## config.mk

```make
export PLATFORM = sky130hd
export DESIGN_NAME = lstg_trigger
export DESIGN_NICKNAME = d
export VERILOG_FILES = /design/src/core/lstg_trigger.v
export VERILOG_INCLUDE_DIRS = /design/src /design/src/core
export SDC_FILE = /design/constraint.sdc
export NUM_CORES = 1
export LEC_CHECK = 0
export BUFFER_PORTS_ARGS = -buffer_cell sky130_fd_sc_hd__buf_2
export CAP_MARGIN = 20
export CELL_PAD_IN_SITES_DETAIL_PLACEMENT = 0
export CELL_PAD_IN_SITES_GLOBAL_PLACEMENT = 1
export CORE_MARGIN = 4
export CORE_UTILIZATION = 48
export CTS_CLUSTER_SIZE = 28
export DETAILED_ROUTE_END_ITERATION = 10
export GPL_TIMING_DRIVEN = 0
export PLACE_DENSITY = 0.91
export SETUP_SLACK_MARGIN = 0.4
export SLEW_MARGIN = 40
export SYNTH_ARGS = -nofsm -noshare
export SYNTH_HDL_FRONTEND = slang
export SYNTH_SLANG_ARGS = --single-unit
```

## constraint.sdc

```tcl
create_clock -name clock -period 7.4 [get_ports clock]
set_clock_uncertainty 0.2 [all_clocks]
set_input_delay 1.48 -clock clock [delete_from_list [all_inputs] [get_ports clock]]
set_output_delay 1.48 -clock clock [all_outputs]
set_load 0.02 [all_outputs]
```

## src/core/lstg_map.vh

```
/*
 constants for the line-scan trigger generator: clock rate, scan limits, fault code, resets.
 assumes inclusion by core/lstg_trigger.v only.
*/
`ifndef LSTG_MAP_VH
`define LSTG_MAP_VH
`define LSTG_CLK_HZ          20000000
`define LSTG_MAX_SCAN_HZ     8500
`define LSTG_MIN_PERIOD_CYC  (`LSTG_CLK_HZ / `LSTG_MAX_SCAN_HZ)
`define LSTG_FAULT_OVERSPEED 8'h0e
`define LSTG_FAULT_NONE      8'h00
`define LSTG_PPL_RESET       16'h0006
`define LSTG_RATE_RESET      14'h03e8
`define LSTG_EXPOSE_CYC      16'h0064
`define LSTG_WIN_LO_RESET    12'h000
`define LSTG_WIN_HI_RESET    12'h0ff
`endif

```

## src/core/lstg_trigger.v

```verilog
/*
 line-scan trigger generator: encoder or timer paced scan triggers, overspeed fault,
 part length in lines, viewing window staging.
 assumes a 20 MHz clock, encoder signal already converted from the differential receiver.
*/
`timescale 1ns/1ps
`include "lstg_map.vh"
module lstg_trigger #(
    parameter CLK_HZ   = `LSTG_CLK_HZ,
    parameter PPL_W    = 16,
    parameter RATE_W   = 14,
    parameter WIN_W    = 12,
    parameter LEN_W    = 16,
    parameter EXPOSE   = `LSTG_EXPOSE_CYC
) (
    // clock and reset
    input  wire              clock,
    input  wire              resetn,
    // encoder receiver
    input  wire              encoderIn,
    // control
    input  wire              encoderMode,
    input  wire              acquire,
    input  wire [PPL_W-1:0]  pulsesPerLine,
    input  wire [RATE_W-1:0] lineRateHz,
    input  wire [WIN_W-1:0]  vertResolution,
    input  wire              partPresent,
    input  wire              faultClear,
    // window staging
    input  wire              winWrite,
    input  wire [WIN_W-1:0]  winLowerIn,
    input  wire [WIN_W-1:0]  winUpperIn,
    input  wire              winAccept,
    // outputs
    output reg               scanTrigger,
    output reg               exposeActive,
    output reg  [7:0]        faultCode,
    output reg  [LEN_W-1:0]  partLength,
    output reg               partLengthValid,
    output reg  [WIN_W-1:0]  winLower,
    output reg  [WIN_W-1:0]  winUpper,
    output reg  [WIN_W-1:0]  pendLower,
    output reg  [WIN_W-1:0]  pendUpper,
    output reg  [WIN_W-1:0]  vertResActive,
    output reg  [PPL_W-1:0]  horizResActive
);
    localparam [31:0] MIN_PER = `LSTG_MIN_PERIOD_CYC;
    localparam [31:0] MAX_HZ  = `LSTG_MAX_SCAN_HZ;

    reg  [2:0]        encSync_r;
    reg               encLevel_r;
    reg  [PPL_W-1:0]  pulseCnt_r;
    reg  [31:0]       phaseAcc_r;
    reg  [31:0]       sinceTrig_r;
    reg               acqPrev_r;
    reg  [15:0]       exposeCnt_r;
    reg               presentPrev_r;
    reg  [LEN_W-1:0]  lineCnt_r;
    wire [PPL_W-1:0]  pplEff;
    wire [31:0]       rateEff;
    wire              encEdge;
    wire              acqStart;
    wire              encTrig;
    wire              timTrig;
    wire              trigNxt;

    // line rate widened to 32 bits and held at the maximum scan rate
    function [31:0] clip_rate;
        input [RATE_W-1:0] rate;
        reg   [31:0]       wide;
        begin
            wide      = {{(32-RATE_W){1'b0}}, rate};
            clip_rate = (wide > MAX_HZ) ? MAX_HZ : wide;
        end
    endfunction

    // pulse count plus one, shared by the trigger test and the counter
    function [PPL_W-1:0] ppl_inc;
        input [PPL_W-1:0] cnt;
        begin
            ppl_inc = cnt + {{(PPL_W-1){1'b0}}, 1'b1};
        end
    endfunction

    // encoder input filtered by three stages, edge counted when stages 2 and 3 agree
    always @(posedge clock or negedge resetn) begin
        if (!resetn) begin
            encSync_r  <= 3'h0;
            encLevel_r <= 1'b0;
        end else begin
            encSync_r <= {encSync_r[1:0], encoderIn};
            if (encSync_r[1] == encSync_r[2])
                encLevel_r <= encSync_r[2];
        end
    end
    assign encEdge  = (encSync_r[1] == encSync_r[2]) && encSync_r[2] && !encLevel_r;
    assign acqStart = acquire && !acqPrev_r;
    assign pplEff   = (pulsesPerLine == {PPL_W{1'b0}}) ? {{(PPL_W-1){1'b0}}, 1'b1}
                                                       : pulsesPerLine;
    assign rateEff  = clip_rate(lineRateHz);
    assign encTrig  = acquire && encoderMode && encEdge &&
                      (ppl_inc(pulseCnt_r) >= pplEff);
    assign timTrig  = acquire && !encoderMode && (rateEff != 32'h0) &&
                      (phaseAcc_r + rateEff >= CLK_HZ);
    assign trigNxt  = encTrig || timTrig;

    // pulse counter and timer phase accumulator
    always @(posedge clock or negedge resetn) begin
        if (!resetn) begin
            pulseCnt_r <= {PPL_W{1'b0}};
            phaseAcc_r <= 32'h0;
            acqPrev_r  <= 1'b0;
        end else begin
            acqPrev_r <= acquire;
            if (acqStart || !encoderMode)
                pulseCnt_r <= {PPL_W{1'b0}};
            else if (encTrig)
                pulseCnt_r <= {PPL_W{1'b0}};
            else if (acquire && encEdge)
                pulseCnt_r <= ppl_inc(pulseCnt_r);
            if (acqStart || encoderMode)
                phaseAcc_r <= 32'h0;
            else if (timTrig)
                phaseAcc_r <= phaseAcc_r + rateEff - CLK_HZ;
            else if (acquire)
                phaseAcc_r <= phaseAcc_r + rateEff;
        end
    end

    // trigger, fixed exposure and overspeed fault
    always @(posedge clock or negedge resetn) begin
        if (!resetn) begin
            scanTrigger  <= 1'b0;
            exposeActive <= 1'b0;
            exposeCnt_r  <= 16'h0;
            faultCode    <= `LSTG_FAULT_NONE;
        end else begin
            scanTrigger <= trigNxt;
            if (trigNxt) begin
                exposeActive <= 1'b1;
                exposeCnt_r  <= EXPOSE[15:0];
            end else if (exposeCnt_r > 16'h1) begin
                exposeCnt_r <= exposeCnt_r - 16'h1;
            end else begin
                exposeCnt_r  <= 16'h0;
                exposeActive <= 1'b0;
            end
            if (encTrig && !acqStart && sinceTrig_r <= MIN_PER)
                faultCode <= `LSTG_FAULT_OVERSPEED;
            else if (faultClear)
                faultCode <= `LSTG_FAULT_NONE;
        end
    end

    // interval since the last encoder trigger; set to all ones at acquisition start or in timer mode
    always @(posedge clock or negedge resetn) begin
        if (!resetn) begin
            sinceTrig_r <= 32'hffffffff;
        end else if (encTrig) begin
            sinceTrig_r <= 32'h1;
        end else if (acqStart || !encoderMode) begin
            sinceTrig_r <= 32'hffffffff;
        end else if (sinceTrig_r != 32'hffffffff) begin
            sinceTrig_r <= sinceTrig_r + 32'h1;
        end
    end

    // part length in scanned lines
    always @(posedge clock or negedge resetn) begin
        if (!resetn) begin
            presentPrev_r   <= 1'b0;
            lineCnt_r       <= {LEN_W{1'b0}};
            partLength      <= {LEN_W{1'b0}};
            partLengthValid <= 1'b0;
        end else begin
            presentPrev_r   <= partPresent;
            partLengthValid <= 1'b0;
            if (partPresent && !presentPrev_r)
                lineCnt_r <= trigNxt ? {{(LEN_W-1){1'b0}}, 1'b1} : {LEN_W{1'b0}};
            else if (partPresent && trigNxt)
                lineCnt_r <= lineCnt_r + {{(LEN_W-1){1'b0}}, 1'b1};
            if (!partPresent && presentPrev_r) begin
                partLength      <= lineCnt_r;
                partLengthValid <= 1'b1;
            end
        end
    end

    // resolution settings and viewing window staging
    always @(posedge clock or negedge resetn) begin
        if (!resetn) begin
            pendLower      <= `LSTG_WIN_LO_RESET;
            pendUpper      <= `LSTG_WIN_HI_RESET;
            winLower       <= `LSTG_WIN_LO_RESET;
            winUpper       <= `LSTG_WIN_HI_RESET;
            vertResActive  <= {WIN_W{1'b0}};
            horizResActive <= `LSTG_PPL_RESET;
        end else begin
            vertResActive  <= vertResolution;
            horizResActive <= pplEff;
            if (winWrite && !acquire) begin
                pendLower <= winLowerIn;
                pendUpper <= winUpperIn;
            end
            if (winAccept && !acquire) begin
                winLower <= pendLower;
                winUpper <= pendUpper;
            end
        end
    end
endmodule // lstg_trigger

```

==> PnR_summary.wiki <==
{| class="wikitable"
! Metric !! Value
|-
| Pre-CTS worst setup slack || -0.2942 ns
|-
| Avg Synthesized Cell Area || 9.946 um^2
|-
| Number of hold-slack violations in the final timing report || 0
|-
| Peak clock frequency supported by timing || 149.4 MHz
|-
| Residual overflow from global routing || 0
|-
| Power density over the cells || 275.1 mW/mm^2
|-
| Number of DRC violations after detailed-routing iteration 0 || 583
|-
| Worst Slack Setup Final || 0.7054 ns
|-
| Slew margin rel. || 42.46%
|-
| Clock latency of the later-clocked register in the worst-skew pair || 0.54 ns
|-
| Number of CTS-inserted buffers || 26
|-
| Buffers added on ports || 172
|-
| Proportion of layout cells with a drive suffix above 1 || 28.48%
|-
| Area Overhead vs Synth || 20.63%
|-
| Die extent in x || 164.2 um
|-
| Crit Reg-Reg Startpoint || phaseAcc_r[0]
|-
| Number of synthesized register bits || 214
|-
| Synth Instances || 1177
|-
| Number of buffers between clock root and the deepest sink || 3
|-
| Startpoint of the worst setup timing path || lineRateHz[0]
|-
| Area of placed instances || 0.01308 mm^2
|-
| Number of routed nets with antenna violations || 0
|-
| Synth Warn # || 0
|-
| Average wire per standard cell || 17.02 um
|-
| Total clock sinks || 214
|-
| Area of the core || 0.02375 mm^2
|-
| Category of the critical setup timing path || in2reg
|-
| Critical Path Start Type || primary input
|-
| Via count of the routed design || 9789
|-
| Critical path capture point || phaseAcc_r[11]
|-
| Count of pins over their slew limit || 0
|-
| Number of enable-type register cells in the synthesized netlist || 0
|-
| CP Capture Type || register
|-
| Number of rows created at floorplan || 56
|-
| Arrival time of the worst setup path || 6.94 ns
|-
| Clock tree from TritonCTS || yes
|-
| Setup repair after global routing missed its margin || no
|-
| Status || completed
|-
| Top FF cell, synth || dfrtp_1
|-
| Cell Area, Synth || 0.01171 mm^2
|-
| ANT cells || 0
|-
| Area of the die || 0.02695 mm^2
|-
| Global-route wire length before repair || 48150 um
|-
| Final total power || 3.885 mW
|-
| Worst hold margin || 0.1799 ns
|-
| Total negative setup slack || 0 ns
|-
| Reg-to-reg slack, setup || 2.29 ns
|-
| Initial Util || 49.28%
|-
| Global placement routability congestion || 0.9127
|-
| Class of the tightest hold or removal check || reg2reg
|-
| Tcrit/Tclk final || 90.47%
|-
| Pin count of the biggest net entering global routing || 67
|-
| Worst r2r path cells || 21
|-
| Count of hold-fix buffers inserted at cts || 0
|-
| Proportion of register bits with asynchronous set or reset after synthesis || 100.0%
|-
| Number of library cell types mapped by synthesis || 89
|-
| Routed wire length || 29390 um
|-
| Seq/Total Area, Yosys || 46.28%
|-
| Transition at the pin with the smallest max-transition slack || 0.8564 ns
|-
| Io pins || 178
|-
| Hold path depth || 0
|-
| HPWL after detailed placement || 21450 um
|-
| Largest area contributor in the netlist || dfrtp_1
|-
| Leakage power || 6.288 nW
|-
| Final min period || 6.695 ns
|-
| Worst ir drop on vdd || 0.1869 mV
|-
| GRT Util Overall || 21.63%
|-
| Clock root buffer || clkbuf_16
|-
| Max-cap viol count || 0
|-
| Top cell type's share of synthesized area || 35.06%
|-
| Finish-stage setup viols || 0
|-
| Number of global-route vias before repair || 9696
|-
| Critical path required time || 7.64 ns
|-
| DRT Pass-1 Iters || 5
|-
| Worst-path fanout max || 10
|-
| Antenna violations before repair || 0
|-
| Top post-synthesis cells by area || dfrtp_1, dfstp_2, mux2_2
|-
| Detailed-route DRC error count || 0
|-
| CTS H-tree lvls || 1
|-
| Worst-path clk slew || 0.06 ns
|-
| Die Y || 164.2 um
|-
| Layout filler cell count || 2081
|-
| Vias/cell || 5.668
|-
| Worst R2R End || phaseAcc_r[11]
|-
| Post-layout net count || 1503
|-
| Post-route cell area || 0.01412 mm^2
|}
-- stage by stage --
stage	std cells	utilization, %
2_1_floorplan	1181	-
3_3_place_gp	1672	54.65
3_5_place_dp	1675	55.07
4_1_cts	1723	59.19
5_1_grt	1727	59.45
6_report	1727	59.45
-- worst min path at each step --
stage | startpoint | endpoint
finish | encSync_r[0] | encSync_r[1]
global route | encSync_r[0] | encSync_r[1]
CTS | encSync_r[0] | encSync_r[1]
detailed placement | encSync_r[0] | encSync_r[1]
global placement | encSync_r[0] | encSync_r[1]
floorplan | encSync_r[0] | encSync_r[1]
-- cells in the mapped netlist (6+ instances only) --
cell      count
and3_1       27
or3_1        10
nor3_1       19
buf_2         7
nand2b_1      8
dfstp_2      50
nand4_1      32
clkbuf_1     51
o211ai_1     12
nand3_1      46
o22ai_1      11
a21boi_0      7
or4_1         6
inv_1        46
a21o_1       11
dfrtp_1     164
xnor2_1      42
a211o_1       7
a211oi_1     10
o21a_1       11
ha_1         39
nor4_1       23
xor2_1       45
a22o_1        6
mux2_2       57
nor2b_1      14
nor2_1       43
buf_4         8
nor2_2       10
a21oi_1      59
or2_2         7
nand2_1     117
o21ai_0      62
and2_1        7
-- report_power, final --
part           total, mW  switching [mW]  internal (mW)
clock               1.39           0.512          0.875
sequential          1.53           0.138           1.40
combinational      0.964           0.566          0.398
total               3.88            1.22           2.67
-- state kept, by name, indices dropped and copies added (netlist names), 3 cells and up --
name and count:
phaseAcc_r 32, exposeCnt_r 16, pendLower 12, winUpper 12, pulseCnt_r 16, pendUpper 12
vertResActive 12, winLower 12, sinceTrig_r 32, partLength 16, encSync_r 3, horizResActive 16
lineCnt_r 16
-- layout make-up --
| cell class | instances | area [um^2] | area share (%) |
|---|---|---|---|
| multi-input combinational | 851 | 5868 | 41.56 |
| sequential | 214 | 5418 | 38.37 |
| timing repair buffer | 179 | 983.4 | 6.964 |
| clock buffer | 34 | 730.7 | 5.175 |
| tap | 319 | 399.1 | 2.827 |
| buffer | 69 | 312.8 | 2.215 |
| clock inverter | 14 | 232.7 | 1.648 |
| inverter | 47 | 176.4 | 1.249 |
-- logic make-up after synthesis --
group | count (synthesis) | synth area share (%)
and+or+nand+nor | 393 | 17.65
AOI/OAI and AO/OA | 268 | 15.45
DFF | 214 | 46.28
buffers and inverters | 116 | 4.179
xor gates and xnor gates | 87 | 6.509
muxes | 58 | 5.569
adders and majority gates | 40 | 4.339
other | 1 | 0.03203
-- per-layer routing --
metal | up-vias | wire length, um | track usage, %
met5 | - | 0 | 0
met4 | 0 | 1036 | 7.091
met3 | 68 | 1915 | 3.990
met2 | 321 | 13860 | 35.37
met1 | 4729 | 12590 | 29.19
li1 | 4671 | - | -
-- layout by cell type, fill, tap and decap left out, types with 19 or more instances in the layout --
| cell type | netlist | routed |
|---|---|---|
| a21oi_1 | 59 | 59 |
| and3_1 | 27 | 27 |
| buf_2 | 7 | 178 |
| clkbuf_1 | 51 | 54 |
| clkbuf_16 | 0 | 26 |
| dfrtp_1 | 164 | 164 |
| dfstp_2 | 50 | 50 |
| ha_1 | 39 | 39 |
| inv_1 | 46 | 46 |
| mux2_2 | 57 | 57 |
| nand2_1 | 117 | 117 |
| nand3_1 | 46 | 46 |
| nand4_1 | 32 | 32 |
| nor2_1 | 43 | 43 |
| nor3_1 | 19 | 19 |
| nor4_1 | 23 | 22 |
| o21ai_0 | 62 | 62 |
| xnor2_1 | 42 | 42 |
| xor2_1 | 45 | 44 |
-- critical path, stage by stage --
cell,delay [ns]
buf_2,0.12
o21ai_0,0.17
a21oi_1,0.09
o31ai_1,0.26
a21boi_2,0.17
nor2b_2,0.18
ha_1,0.22
inv_1,0.08
fa_1,0.39
and2b_1,0.26
o21ai_2,0.12
a21oi_1,0.23
xor2_2,0.23
ha_1,0.21
nand2_1,0.09
nor4_1,0.23
mux2i_1,0.15
a2111oi_2,0.35
o2111ai_1,0.18
a211oi_2,0.28
o311ai_2,0.21
a31oi_4,0.30
buf_6,0.21
buf_4,0.22
o211ai_1,0.12
xor2_1,0.20
o21ai_0,0.20
-- timing repair --
| item | CTS | global route |
|---|---|---|
| pin swaps | 0 | 2 |
| buffers inserted | 0 | 4 |
| resized for setup | 3 | 7 |
| endpoints found under the setup margin | 30 | 51 |
(Power assumes the default switching activity.)
